### src/verilog/flash_host_pkg.sv
package flash_host_pkg;
  // Bus geometry, word mode
  localparam int ADDR_W = 18;
  localparam int DATA_W = 16;

  // Operations the user may request
  typedef enum logic [1:0] {
    OP_READ = 2'h0,
    OP_PROGRAM = 2'h1,
    OP_SECTOR_ERASE = 2'h2,
    OP_CHIP_ERASE = 2'h3
  } op_t;

  // Completion methods
  typedef enum logic [1:0] {
    METHOD_DATA_POLL = 2'h0,
    METHOD_TOGGLE = 2'h1,
    METHOD_PIN = 2'h2
  } method_t;

  // Command words and unlock addresses
  localparam logic [ADDR_W-1:0] UNLOCK_ADDR_1 = 18'h0_0555;
  localparam logic [ADDR_W-1:0] UNLOCK_ADDR_2 = 18'h0_02aa;
  localparam logic [ADDR_W-1:0] RESET_ADDR = 18'h0_0000;
  localparam logic [DATA_W-1:0] UNLOCK_DATA_1 = 16'h00aa;
  localparam logic [DATA_W-1:0] UNLOCK_DATA_2 = 16'h0055;
  localparam logic [DATA_W-1:0] CMD_PROGRAM = 16'h00a0;
  localparam logic [DATA_W-1:0] CMD_ERASE_SETUP = 16'h0080;
  localparam logic [DATA_W-1:0] CMD_SECTOR_ERASE = 16'h0030;
  localparam logic [DATA_W-1:0] CMD_CHIP_ERASE = 16'h0010;
  localparam logic [DATA_W-1:0] CMD_RESET = 16'h00f0;

  // Last step index of each write sequence
  localparam logic [2:0] PROG_LAST_STEP = 3'h3;
  localparam logic [2:0] ERASE_LAST_STEP = 3'h5;

  // Status bit positions in the data word
  localparam int POLL_BIT = 7;
  localparam int TOGGLE_BIT = 6;
  localparam int TIMEOUT_BIT = 5;

  // Strobe timing
  localparam int CLK_PERIOD_NS = 10;
  localparam int STROBE_NS = 50;
  localparam int STROBE_CYC = (STROBE_NS + CLK_PERIOD_NS - 1) / CLK_PERIOD_NS;
endpackage

### src/verilog/flash_bus_cycle.sv
`timescale 1ns/100ps
module flash_bus_cycle (
  input wire logic mclk_i,
  input wire logic rst_i,
  input wire logic start_i,
  input wire logic write_i,
  input wire logic [flash_host_pkg::ADDR_W-1:0] addr_i,
  input wire logic [flash_host_pkg::DATA_W-1:0] wdata_i,
  input wire logic [flash_host_pkg::DATA_W-1:0] dq_i,
  output logic [flash_host_pkg::ADDR_W-1:0] addr_o,
  output logic [flash_host_pkg::DATA_W-1:0] dq_o,
  output logic dq_oe_o,
  output logic ce_n_o,
  output logic oe_n_o,
  output logic we_n_o,
  output logic [flash_host_pkg::DATA_W-1:0] rdata_o,
  output logic done_o
);
  import flash_host_pkg::*;

  typedef enum logic [1:0] {
    B_IDLE = 2'b00,
    B_SETUP = 2'b01,
    B_STROBE = 2'b11,
    B_HOLD = 2'b10
  } bus_state_t;

  localparam logic [7:0] STROBE_LAST = 8'(STROBE_CYC - 1);

  bus_state_t st_r, st_nxt;
  logic [7:0] cnt_r, cnt_nxt;
  logic wr_r, wr_nxt;
  logic [ADDR_W-1:0] addr_r, addr_nxt;
  logic [DATA_W-1:0] dq_r, dq_nxt, rdata_r, rdata_nxt;
  logic oe_r, oe_nxt, ce_n_r, ce_n_nxt, oe_n_r, oe_n_nxt, we_n_r, we_n_nxt;
  logic done_r, done_nxt;

  // One cycle: chip select and address, strobe low, strobe high with data still held
  always_comb begin
    st_nxt = st_r;
    cnt_nxt = cnt_r;
    wr_nxt = wr_r;
    addr_nxt = addr_r;
    dq_nxt = dq_r;
    rdata_nxt = rdata_r;
    oe_nxt = oe_r;
    ce_n_nxt = ce_n_r;
    oe_n_nxt = oe_n_r;
    we_n_nxt = we_n_r;
    done_nxt = 1'b0;
    unique case (st_r)
      B_IDLE: begin
        if (start_i) begin
          wr_nxt = write_i;
          addr_nxt = addr_i;
          dq_nxt = wdata_i;
          oe_nxt = write_i;
          ce_n_nxt = 1'b0;
          st_nxt = B_SETUP;
        end
      end
      B_SETUP: begin
        we_n_nxt = ~wr_r;
        oe_n_nxt = wr_r;
        cnt_nxt = STROBE_LAST;
        st_nxt = B_STROBE;
      end
      B_STROBE: begin
        if (cnt_r == 8'h00) begin
          // Sample just as output enable rises, when the read data has settled longest
          if (!wr_r) begin
            rdata_nxt = dq_i;
          end
          we_n_nxt = 1'b1;
          oe_n_nxt = 1'b1;
          st_nxt = B_HOLD;
        end else begin
          cnt_nxt = cnt_r - 8'h01;
        end
      end
      B_HOLD: begin
        ce_n_nxt = 1'b1;
        oe_nxt = 1'b0;
        done_nxt = 1'b1;
        st_nxt = B_IDLE;
      end
    endcase
  end

  // Pin and result registers
  always_ff @(posedge mclk_i or posedge rst_i) begin
    if (rst_i) begin
      st_r <= B_IDLE;
      cnt_r <= 8'h00;
      wr_r <= 1'b0;
      addr_r <= '0;
      dq_r <= '0;
      rdata_r <= '0;
      oe_r <= 1'b0;
      ce_n_r <= 1'b1;
      oe_n_r <= 1'b1;
      we_n_r <= 1'b1;
      done_r <= 1'b0;
    end else begin
      st_r <= st_nxt;
      cnt_r <= cnt_nxt;
      wr_r <= wr_nxt;
      addr_r <= addr_nxt;
      dq_r <= dq_nxt;
      rdata_r <= rdata_nxt;
      oe_r <= oe_nxt;
      ce_n_r <= ce_n_nxt;
      oe_n_r <= oe_n_nxt;
      we_n_r <= we_n_nxt;
      done_r <= done_nxt;
    end
  end

  assign addr_o = addr_r;
  assign dq_o = dq_r;
  assign dq_oe_o = oe_r;
  assign ce_n_o = ce_n_r;
  assign oe_n_o = oe_n_r;
  assign we_n_o = we_n_r;
  assign rdata_o = rdata_r;
  assign done_o = done_r;
endmodule

### src/verilog/flash_status_poller.sv
`timescale 1ns/100ps
// Functional notes
// - Host polls bit seven for program status at the programmed address.
// - Host polls erase status at an address inside a selected sector.
// - After bit seven turns true, take valid data only from next read.
// - Host reads twice, compares toggle; unchanged means done, data next read.
// - Still toggling with timeout flag high: recheck, then fail and reset.
// - Host resuming after other work restarts toggle check from first read.
// - After a timeout failure the host issues the reset command.
module flash_status_poller (
  input wire logic mclk_i,
  input wire logic rst_i,
  input wire logic cmd_valid_i,
  input wire flash_host_pkg::op_t cmd_op_i,
  input wire flash_host_pkg::method_t cmd_method_i,
  input wire logic [flash_host_pkg::ADDR_W-1:0] cmd_addr_i,
  input wire logic [flash_host_pkg::DATA_W-1:0] cmd_data_i,
  input wire logic hold_i,
  input wire logic [flash_host_pkg::DATA_W-1:0] dq_i,
  input wire logic ready_busy_n_pin_i,
  output logic cmd_ready_o,
  output logic done_o,
  output logic fail_o,
  output logic [flash_host_pkg::DATA_W-1:0] rdata_o,
  output logic [flash_host_pkg::ADDR_W-1:0] addr_o,
  output logic [flash_host_pkg::DATA_W-1:0] dq_o,
  output logic dq_oe_o,
  output logic ce_n_o,
  output logic oe_n_o,
  output logic we_n_o
);
  import flash_host_pkg::*;

  typedef enum logic [3:0] {
    S_IDLE = 4'b0000,
    S_CMD = 4'b0001,
    S_POLL1 = 4'b0011,
    S_POLL2 = 4'b0010,
    S_RECHK = 4'b0110,
    S_FINAL = 4'b0111,
    S_RSTCMD = 4'b0101,
    S_FINISH = 4'b0100
  } state_t;

  state_t state_r, state_nxt;
  op_t op_r, op_nxt;
  method_t meth_r, meth_nxt;
  logic [ADDR_W-1:0] addr_r, addr_nxt, bus_addr_r, bus_addr_nxt;
  logic [DATA_W-1:0] data_r, data_nxt, bus_wdata_r, bus_wdata_nxt;
  logic [DATA_W-1:0] prev_r, prev_nxt, rdata_r, rdata_nxt, bus_rdata;
  logic [2:0] step_r, step_nxt;
  logic pend_r, pend_nxt, bus_start_r, bus_start_nxt, bus_write_r, bus_write_nxt;
  logic ready_r, ready_nxt, done_r, done_nxt, fail_r, fail_nxt;
  logic bus_done, exp_bit, poll_ok, toggle_same, last_step;

  // Write sequence word for the current step: address above, data below
  function automatic logic [ADDR_W+DATA_W-1:0] seq_word(input op_t op, input logic [2:0] step,
      input logic [ADDR_W-1:0] a, input logic [DATA_W-1:0] d);
    logic [ADDR_W+DATA_W-1:0] w;
    w = {UNLOCK_ADDR_1, UNLOCK_DATA_1};
    unique case (step)
      3'h1, 3'h4: w = {UNLOCK_ADDR_2, UNLOCK_DATA_2};
      3'h2: w = {UNLOCK_ADDR_1, (op == OP_PROGRAM) ? CMD_PROGRAM : CMD_ERASE_SETUP};
      3'h3: w = (op == OP_PROGRAM) ? {a, d} : {UNLOCK_ADDR_1, UNLOCK_DATA_1};
      3'h5: w = (op == OP_SECTOR_ERASE) ? {a, CMD_SECTOR_ERASE} : {UNLOCK_ADDR_1, CMD_CHIP_ERASE};
      default: w = {UNLOCK_ADDR_1, UNLOCK_DATA_1};
    endcase
    return w;
  endfunction

  // Expected settled bit seven: written value for program, ones after erase
  assign exp_bit = (op_r == OP_PROGRAM) ? data_r[POLL_BIT] : 1'b1;
  assign poll_ok = (bus_rdata[POLL_BIT] == exp_bit);
  assign toggle_same = (bus_rdata[TOGGLE_BIT] == prev_r[TOGGLE_BIT]);
  assign last_step = (op_r == OP_PROGRAM) ? (step_r == PROG_LAST_STEP) :
    (step_r == ERASE_LAST_STEP);

  // Sequencer: command write, status polling, final data read or reset on failure
  always_comb begin
    state_nxt = state_r;
    op_nxt = op_r;
    meth_nxt = meth_r;
    addr_nxt = addr_r;
    data_nxt = data_r;
    prev_nxt = prev_r;
    rdata_nxt = rdata_r;
    step_nxt = step_r;
    pend_nxt = pend_r;
    bus_start_nxt = 1'b0;
    bus_write_nxt = bus_write_r;
    bus_addr_nxt = bus_addr_r;
    bus_wdata_nxt = bus_wdata_r;
    ready_nxt = ready_r;
    done_nxt = 1'b0;
    fail_nxt = fail_r;
    if (bus_done) begin
      pend_nxt = 1'b0;
    end
    unique case (state_r)
      S_IDLE: begin
        if (cmd_valid_i && ready_r) begin
          op_nxt = cmd_op_i;
          meth_nxt = cmd_method_i;
          addr_nxt = cmd_addr_i;
          data_nxt = cmd_data_i;
          step_nxt = 3'h0;
          ready_nxt = 1'b0;
          fail_nxt = 1'b0;
          state_nxt = (cmd_op_i == OP_READ) ? S_FINAL : S_CMD;
        end
      end
      S_CMD: begin
        if (!pend_r) begin
          pend_nxt = 1'b1;
          bus_start_nxt = 1'b1;
          bus_write_nxt = 1'b1;
          {bus_addr_nxt, bus_wdata_nxt} = seq_word(op_r, step_r, addr_r, data_r);
        end else if (bus_done) begin
          step_nxt = step_r + 3'h1;
          if (last_step) begin
            state_nxt = S_POLL1;
          end
        end
      end
      S_POLL1: begin
        if (pend_r) begin
          if (bus_done) begin
            prev_nxt = bus_rdata;
            if (meth_r == METHOD_TOGGLE) begin
              state_nxt = S_POLL2;
            end else if (poll_ok) begin
              state_nxt = S_FINAL;
            end else if (bus_rdata[TIMEOUT_BIT]) begin
              state_nxt = S_RECHK;
            end
          end
        end else if (hold_i) begin
          state_nxt = S_POLL1;
        end else if (meth_r == METHOD_PIN) begin
          // Pin is valid once the final write strobe has risen, which it has here
          if (ready_busy_n_pin_i) begin
            state_nxt = S_FINAL;
          end
        end else begin
          pend_nxt = 1'b1;
          bus_start_nxt = 1'b1;
          bus_write_nxt = 1'b0;
          bus_addr_nxt = addr_r;
        end
      end
      S_POLL2: begin
        if (pend_r) begin
          if (bus_done) begin
            prev_nxt = bus_rdata;
            if (toggle_same) begin
              state_nxt = S_FINAL;
            end else if (bus_rdata[TIMEOUT_BIT]) begin
              state_nxt = S_RECHK;
            end
          end
        end else if (hold_i) begin
          // Any earlier sample is stale after a pause, so begin again with two reads
          state_nxt = S_POLL1;
        end else begin
          pend_nxt = 1'b1;
          bus_start_nxt = 1'b1;
          bus_write_nxt = 1'b0;
          bus_addr_nxt = addr_r;
        end
      end
      S_RECHK: begin
        if (pend_r) begin
          if (bus_done) begin
            // The status may have settled just as the timeout flag rose
            if ((meth_r == METHOD_TOGGLE) ? toggle_same : poll_ok) begin
              state_nxt = S_FINAL;
            end else begin
              state_nxt = S_RSTCMD;
            end
          end
        end else begin
          pend_nxt = 1'b1;
          bus_start_nxt = 1'b1;
          bus_write_nxt = 1'b0;
          bus_addr_nxt = addr_r;
        end
      end
      S_FINAL: begin
        if (pend_r) begin
          if (bus_done) begin
            rdata_nxt = bus_rdata;
            state_nxt = S_FINISH;
          end
        end else begin
          pend_nxt = 1'b1;
          bus_start_nxt = 1'b1;
          bus_write_nxt = 1'b0;
          bus_addr_nxt = addr_r;
        end
      end
      S_RSTCMD: begin
        if (pend_r) begin
          if (bus_done) begin
            fail_nxt = 1'b1;
            state_nxt = S_FINISH;
          end
        end else begin
          pend_nxt = 1'b1;
          bus_start_nxt = 1'b1;
          bus_write_nxt = 1'b1;
          bus_addr_nxt = RESET_ADDR;
          bus_wdata_nxt = CMD_RESET;
        end
      end
      S_FINISH: begin
        done_nxt = 1'b1;
        ready_nxt = 1'b1;
        state_nxt = S_IDLE;
      end
    endcase
  end

  // Sequencer registers
  always_ff @(posedge mclk_i or posedge rst_i) begin
    if (rst_i) begin
      state_r <= S_IDLE;
      op_r <= OP_READ;
      meth_r <= METHOD_DATA_POLL;
      addr_r <= '0;
      data_r <= '0;
      prev_r <= '0;
      rdata_r <= '0;
      step_r <= 3'h0;
      pend_r <= 1'b0;
      bus_start_r <= 1'b0;
      bus_write_r <= 1'b0;
      bus_addr_r <= '0;
      bus_wdata_r <= '0;
      ready_r <= 1'b1;
      done_r <= 1'b0;
      fail_r <= 1'b0;
    end else begin
      state_r <= state_nxt;
      op_r <= op_nxt;
      meth_r <= meth_nxt;
      addr_r <= addr_nxt;
      data_r <= data_nxt;
      prev_r <= prev_nxt;
      rdata_r <= rdata_nxt;
      step_r <= step_nxt;
      pend_r <= pend_nxt;
      bus_start_r <= bus_start_nxt;
      bus_write_r <= bus_write_nxt;
      bus_addr_r <= bus_addr_nxt;
      bus_wdata_r <= bus_wdata_nxt;
      ready_r <= ready_nxt;
      done_r <= done_nxt;
      fail_r <= fail_nxt;
    end
  end

  assign cmd_ready_o = ready_r;
  assign done_o = done_r;
  assign fail_o = fail_r;
  assign rdata_o = rdata_r;

  // Pin-level cycle engine; all pin outputs are its flip-flops
  flash_bus_cycle u_bus (
    .mclk_i(mclk_i),
    .rst_i(rst_i),
    .start_i(bus_start_r),
    .write_i(bus_write_r),
    .addr_i(bus_addr_r),
    .wdata_i(bus_wdata_r),
    .dq_i(dq_i),
    .addr_o(addr_o),
    .dq_o(dq_o),
    .dq_oe_o(dq_oe_o),
    .ce_n_o(ce_n_o),
    .oe_n_o(oe_n_o),
    .we_n_o(we_n_o),
    .rdata_o(bus_rdata),
    .done_o(bus_done)
  );
endmodule

### config.mk
export PLATFORM = sky130hd
export DESIGN_NAME = flash_status_poller
export DESIGN_NICKNAME = d
export VERILOG_FILES = /design/src/verilog/flash_host_pkg.sv /design/src/verilog/flash_bus_cycle.sv /design/src/verilog/flash_status_poller.sv
export SDC_FILE = /design/constraint.sdc
export NUM_CORES = 1
export LEC_CHECK = 0
export CORE_ASPECT_RATIO = 1.1
export CORE_MARGIN = 2
export CORE_UTILIZATION = 25
export DETAILED_ROUTE_END_ITERATION = 12
export DONT_BUFFER_PORTS = 1
export RECOVER_POWER = 25
export SLEW_MARGIN = 5
export SYNTH_ARGS = -nofsm -noshare
export SYNTH_HDL_FRONTEND = slang
export SYNTH_SLANG_ARGS = --single-unit
### constraint.sdc
create_clock -name mclk_i -period 16.05 [get_ports mclk_i]
set_input_delay 1.605 -clock mclk_i [delete_from_list [all_inputs] [get_ports mclk_i]]
set_output_delay 1.605 -clock mclk_i [all_outputs]
set_load 0.02 [all_outputs]
==> results of run 1 <==
==> final cells by class <==
class	count	area [µm²]	share of cell area (%)
flip-flops and latches	168	4210	51.9
multi-input cells	431	2750	34.0
clock buffers	20	467	5.76
well taps	368	460	5.68
clock inverters	12	104	1.28
inverters	18	68.8	0.849
repair buffers	5	37.5	0.463
diodes	1	2.50	0.0309
==> worst max path at each step <==
| stage | from | end | slack (ns) | depth (start not counted) |
|---|---|---|---|---|
| 6_report | rst_i | addr_r[5] | 11.47 | 2 |
| 5_1_grt | rst_i | addr_r[11] | 10.63 | 2 |
| 4_1_cts | cmd_valid_i | step_r[1] | 13.17 | 6 |
| 3_5_place_dp | cmd_valid_i | step_r[0] | 12.71 | 6 |
| 3_3_place_gp | cmd_valid_i | step_r[0] | 12.75 | 6 |
| 2_1_floorplan | rst_i | addr_r[0] | 9.90 | 1 |
==> per-stage QoR <==
step                      instance area (µm²)  utilization (%)
after floorplan                          7190                -
after global placement                   7560             26.5
after detailed placement                 7560             26.5
after CTS                                8130             28.5
after global routing                     8100             28.5
final                                    8100             28.5
==> flip-flops by register name, summed over array words and instances (netlist names), 2 cells and up <==
register       cells
u_bus.st_r         2
data_r            16
u_bus.cnt_r        8
bus_addr_r        18
u_bus.rdata_o     16
addr_r            18
step_r             3
rdata_o           16
meth_r             2
bus_wdata_r       16
u_bus.dq_o        16
u_bus.addr_o      18
state_r            4
op_r               2
==> report_power, final <==
| part | switching (mW) | total, mW | internal (mW) |
|---|---|---|---|
| Sequential | 0.214 | 0.813 | 0.599 |
| Clock | 0.182 | 0.397 | 0.215 |
| Combinational | 0.223 | 0.420 | 0.197 |
| Total | 0.620 | 1.63 | 1.01 |
==> routing by layer <==
metal  track usage [%]  vias to the layer above
met1              14.7                     2293
met3              5.10                       18
met2              18.5                      111
li1                  -                     2217
met5                 0                        -
met4              4.10                        4
==> placed cells by master (no fill, tap or decap), drive strengths merged, types with 4 or more instances in the layout <==
cell / n
o31ai: 4
nand3: 4
buf: 5
inv: 24
o211ai: 7
dfrtp: 164
a21oi: 15
dfstp: 4
nor3: 8
or3: 7
o21ai: 34
ha: 7
nand2b: 4
a22o: 12
clkinv: 5
xnor2: 5
mux2: 69
clkbuf: 20
a2bb2oi: 6
nor2: 34
nand2: 162
==> cells by family (layout without fill, tap and decap cells) <==
| logic type | count (synthesis) | in the layout | synth area share (%) |
|---|---|---|---|
| AO/OA/AOI/OAI | 108 | 108 | 10.2 |
| XOR/XNOR | 8 | 8 | 0.974 |
| adder cells (fa/ha/maj) | 7 | 7 | 1.22 |
| buffers and inverters | 52 | 55 | 3.22 |
| flip-flops | 168 | 168 | 58.5 |
| multiplexers | 70 | 70 | 11.5 |
| other | 1 | 2 | 0.0521 |
| AND/OR/NAND/NOR | 237 | 237 | 14.4 |
==> metrics.yaml, run 1 <==
cts-buffers-inserted: 17
path_class: "primary input to asynchronous set/reset pin"
dr_wl_met2_mm: 8.09
drv_slew: 136
synth_edf_count: 0
clk_latency_ns: 0.43
cts_tree: "done"
synth-seq-cells: 168
routedWlPerCell_um: 16.7
cts_hold_buf: 0
reg2reg_to: "u_bus.addr_o[10]"
yosysMostFrequentCell: "dfrtp_1"
highest_layer: "met5"
synth_common_cells: "dfrtp_1 (164), nand2_1 (162), mux2_2 (59)"
pin_count: 116
crit_buf_inv: 2
wl_met3_mm: 1.47
slowest_stage: "clkinvlp_2"
core.rowCount: 65
arrival_ns: 5.02
syn-num-nets: 717
syn_to_final_growth_pct: 12.6
root_buffer: "clkbuf_16"
r2r-start: "u_bus.st_r[1]"
seq_area_frac_synth_pct: 58.5
status: "complete, but fails checks"
place_congestion: 0.812
synth_top_area_cell: "dfrtp_1"
clock_skew_ns: 0.0120
layout_setup_ws_ns: 11.47
dp.cells: 990
tightest_slew_ns: 4.22
clock-sinks: 168
path_max_fanout: 96
max_freq_mhz: 218
ys_async_sr_fraction_pct: 100
grt.overflow.total: 0
violations: "max-capacitance violations, max-slew violations"
final_nets: 707
first_pass_iters: 4
synthFlopType: "dfrtp_1"
grt_pass1_vias: 4686
netlist.area_leader.share_pct: 57.1
end_kind: "asynchronous set/reset pin"
synth.distinct_cells: 60
fin_crit_ns: 4.58
min_path_type: "flip-flop to flip-flop"
avgSynthCellArea_um2: 11.0
crit_family: "buffers and inverters"
start_kind: "primary input"
io_buffers: 0
min_path_cells: 1
hold_viol: 0
antenna_found_initial: 3
antenna_left: 0
cp.required_ns: 16.48
start_util_pct: 25.3
vdd_ir_drop_max_v: 0.0000882
ys_warn_count: 0
clk_pin_slew_ns: 0.07
cts-htree-levels: 4
grt_pass1_wl_mm: 27.5
drive_gt1_share_pct: 18.5
setup_viol: 0
die_y_um: 182
die_w_um: 166
hold_end: "u_bus.we_n_o"
leakagePower_nw: 3.71
gr-usage-all-layers_pct: 11.9
rsz0062_at_grt: "no"
synth.area.top_cells: "dfrtp_1 (57%), mux2_2 (9.2%), nand2_1 (8.5%), o21ai_0 (2.4%), mux2_4 (2.1%)"
drt-total-wl_mm: 17.0
routed_via_density: 4.54
powerDensity_nw_per_um2: 201
crit_path_max_incr_delay_ns: 2.33
tns_ns: 0
drc: 0
cap_violations: 2
met1_length_mm: 7.22
place_worst_setup_slack_ns: 12.71
die-area_um2: 30100
worstHoldStart: "u_bus.wr_r"
clk_path_buf_depth: 2
fill_cells: 2958
finalPower_mw: 1.63
dpl.hpwl_mm: 12.0
fin_crit_sh_pct: 28.6
fin_cells: 1023
vias: 4643
r2r_slack_ns: 12.40
drtIter0Drc: 257
cts_setup_buffers: 0
hold-worst-slack_ns: 0.455
r2r.worst_path.cells: 4
syn-cell-area_um2: 7190
post_cts_resized: 0
core_um2: 28500
grt_max_degree: 97
cp_cell_sequence: "clkinvlp_2 -> buf_4"
slew_headroom_pct: -183
netlist_instances: 651
(Power assumes the default switching activity.)
==> run 2: changes to the inputs <==
==> constraint.sdc (replaced) <==
create_clock -name mclk_i -period 4 [get_ports mclk_i]
set_input_delay 0.4 -clock mclk_i [delete_from_list [all_inputs] [get_ports mclk_i]]
set_output_delay 0.4 -clock mclk_i [all_outputs]
set_load 0.02 [all_outputs]
==> run 2 against run 1 <==
  * The run now ends clean
  * Highest routed layer unchanged
  * Register-to-register slack lost 11 ns
  * Die area is the same
  * Combinational power grew to 4.0 times the previous value
  * Largest cell class unchanged
  * Cell count grew 0.20%
  * Sequential power grew to 4.0 times the previous value
  * Critical path depth grew 2
  * Clock skew shrank 0.00081 ns
  * Total power grew to 4.2 times the previous value
  * Worst hold slack lost 0.38 ns
  * Global-route usage is essentially flat
  * Cell area grew 1.6%
==> metrics.yaml, run 2 (synthesis gave the netlist of run 1 again) <==
status: "finished, final reports clean"
antenna_cells: 0  # -1
start_kind: "flip-flop"
drt-total-wl_mm: 17.3  # +1.4%
hold_end: "data_r[6]"
fin_cells: 1025  # +0.20%
r2r_slack_ns: 1.34  # -11.06 ns
die_y_um: 182  # unchanged
pin_count: 116  # unchanged
grt_pass1_wl_mm: 27.7  # +0.73%
leakagePower_nw: 3.76  # +1.4%
drive_gt1_share_pct: 18.3  # -0.24 points
die-area_um2: 30100  # unchanged
drv_slew: 0  # -100%
hold_viol: 0  # unchanged
tightest_slew_ns: 1.40  # -2.81 ns
clk_latency_ns: 0.43  # about the same
end_kind: "flip-flop"
cts_tree: "done"
root_buffer: "clkbuf_16"
antenna_found_initial: 3  # unchanged
post_cts_resized: 0  # unchanged
rsz0062_at_grt: "no"
tns_ns: 0  # unchanged
path_max_fanout: 26  # -73%
routed_via_density: 4.54  # +0.11%
routedWlPerCell_um: 16.9  # +1.2%
gr-usage-all-layers_pct: 11.8  # -0.035 points
grt_max_degree: 104  # +7.2%
vdd_ir_drop_max_v: 0.000244  # +180%
arrival_ns: 3.03  # -1.99 ns
antenna_left: 0  # unchanged
start_util_pct: 25.3  # unchanged
cts_hold_buf: 1  # +1
clock-sinks: 168  # unchanged
clk_pin_slew_ns: 0.07  # about the same
dpl.hpwl_mm: 12.2  # +1.9%
clock_skew_ns: 0.0112  # -0.000813 ns
grt.overflow.total: 0  # unchanged
setup_viol: 0  # unchanged
r2r.worst_path.cells: 4  # unchanged
final_common_cell: "dfrtp_1"
crit_family: "simple AND/OR/NAND/NOR gates"
drc: 0  # unchanged
syn_to_final_growth_pct: 14.5
cp.required_ns: 4.37  # -12.11 ns
worstHoldStart: "cmd_data_i[6]"
cts-buffers-inserted: 17  # unchanged
fin_crit_ns: 2.66
reg2reg_to: "bus_wdata_r[12]"
cts-htree-levels: 4  # unchanged
clk_path_buf_depth: 2  # unchanged
dp.cells: 992  # +0.20%
drtIter0Drc: 226  # -12%
core.rowCount: 65  # unchanged
vias: 4657  # +0.30%
r2r-start: "state_r[0]"
grt_pass1_vias: 4803  # +2.5%
crit_buf_inv: 0  # -2
min_path_cells: 2  # +1
powerDensity_nw_per_um2: 829  # +310%
slowest_stage: "or3_1"
path_class: "flip-flop to flip-flop"
final_nets: 710  # +0.42%
max_freq_mhz: 375
cp_cell_sequence: "nand2b_1 -> or3_1 -> nor3_2 -> a22o_1"
first_pass_iters: 5  # +1
most-common-layout-cells: "dfrtp_1 (164), nand2_1 (162), mux2_2 (59)"
core_um2: 28500  # unchanged
fin_crit_sh_pct: 66.6
cts_setup_buffers: 0  # unchanged
place_congestion: 0.839  # +3.3%
die_w_um: 166  # unchanged
min_path_type: "primary input to flip-flop"
crit_path_max_incr_delay_ns: 0.74  # -1.59 ns
slew_headroom_pct: 6.37  # +190 points
io_buffers: 0  # unchanged
cap_violations: 0  # -2
-- run 2: metal layers --
layer | part of all wire [%] | vias to the layer above | wire length [µm] | track usage, %
li1 | - | 2213 | - | -
met1 | 43 | 2297 | 7400 | 14.2
met2 | 49 | 121 | 8470 | 19.7
met3 | 6.4 | 20 | 1110 | 4.23
met4 | 1.5 | 6 | 256 | 4.03
met5 | 0.21 | - | 36 | 0
-- run 2: worst max path at each step --
stage / slack, ns / cells after the start / endpoint / startpoint
2_1_floorplan: 1.46 / 1 / addr_r[0] / rst_i
3_3_place_gp: 1.33 / 4 / bus_wdata_r[12] / state_r[0]
3_5_place_dp: 1.34 / 4 / bus_wdata_r[8] / state_r[1]
4_1_cts: 1.32 / 4 / bus_wdata_r[12] / state_r[0]
5_1_grt: 0.92 / 3 / addr_r[11] / rst_i
6_report: 1.34 / 4 / bus_wdata_r[12] / state_r[0]
-- run 2: area by class of cell --
class | count | area, µm²
clock inverters | 14 | 234
repair buffers | 8 | 62.6
fillers | 2936 | 20200
well taps | 368 | 460
multi-input cells | 431 | 2760
flip-flops and latches | 168 | 4210
clock buffers | 18 | 439
inverters | 18 | 68.8
-- run 2: per-stage QoR --
step	area, µm²	utilization, %	setup slack, ns	hold WS (ns)	total power [mW]
after floorplan	7200	-	1.46	0.398	4.51
after global placement	7580	26.6	1.33	0.353	4.98
after detailed placement	7580	26.6	1.34	0.354	5.03
after CTS	8270	29.0	1.32	0.0535	6.94
after global routing	8240	28.9	0.917	0.0657	7.29
final	8240	28.9	1.34	0.0745	6.82
-- run 2: power by group --
| group | total [mW] | leakage (nW) | internal, mW | switching, mW |
|---|---|---|---|---|
| Sequential | 3.27 | 2.14 | 2.40 | 0.872 |
| Combinational | 1.69 | 1.30 | 0.788 | 0.898 |
| Clock | 1.87 | 0.324 | 1.15 | 0.724 |
| Total | 6.82 | 3.76 | 4.33 | 2.49 |
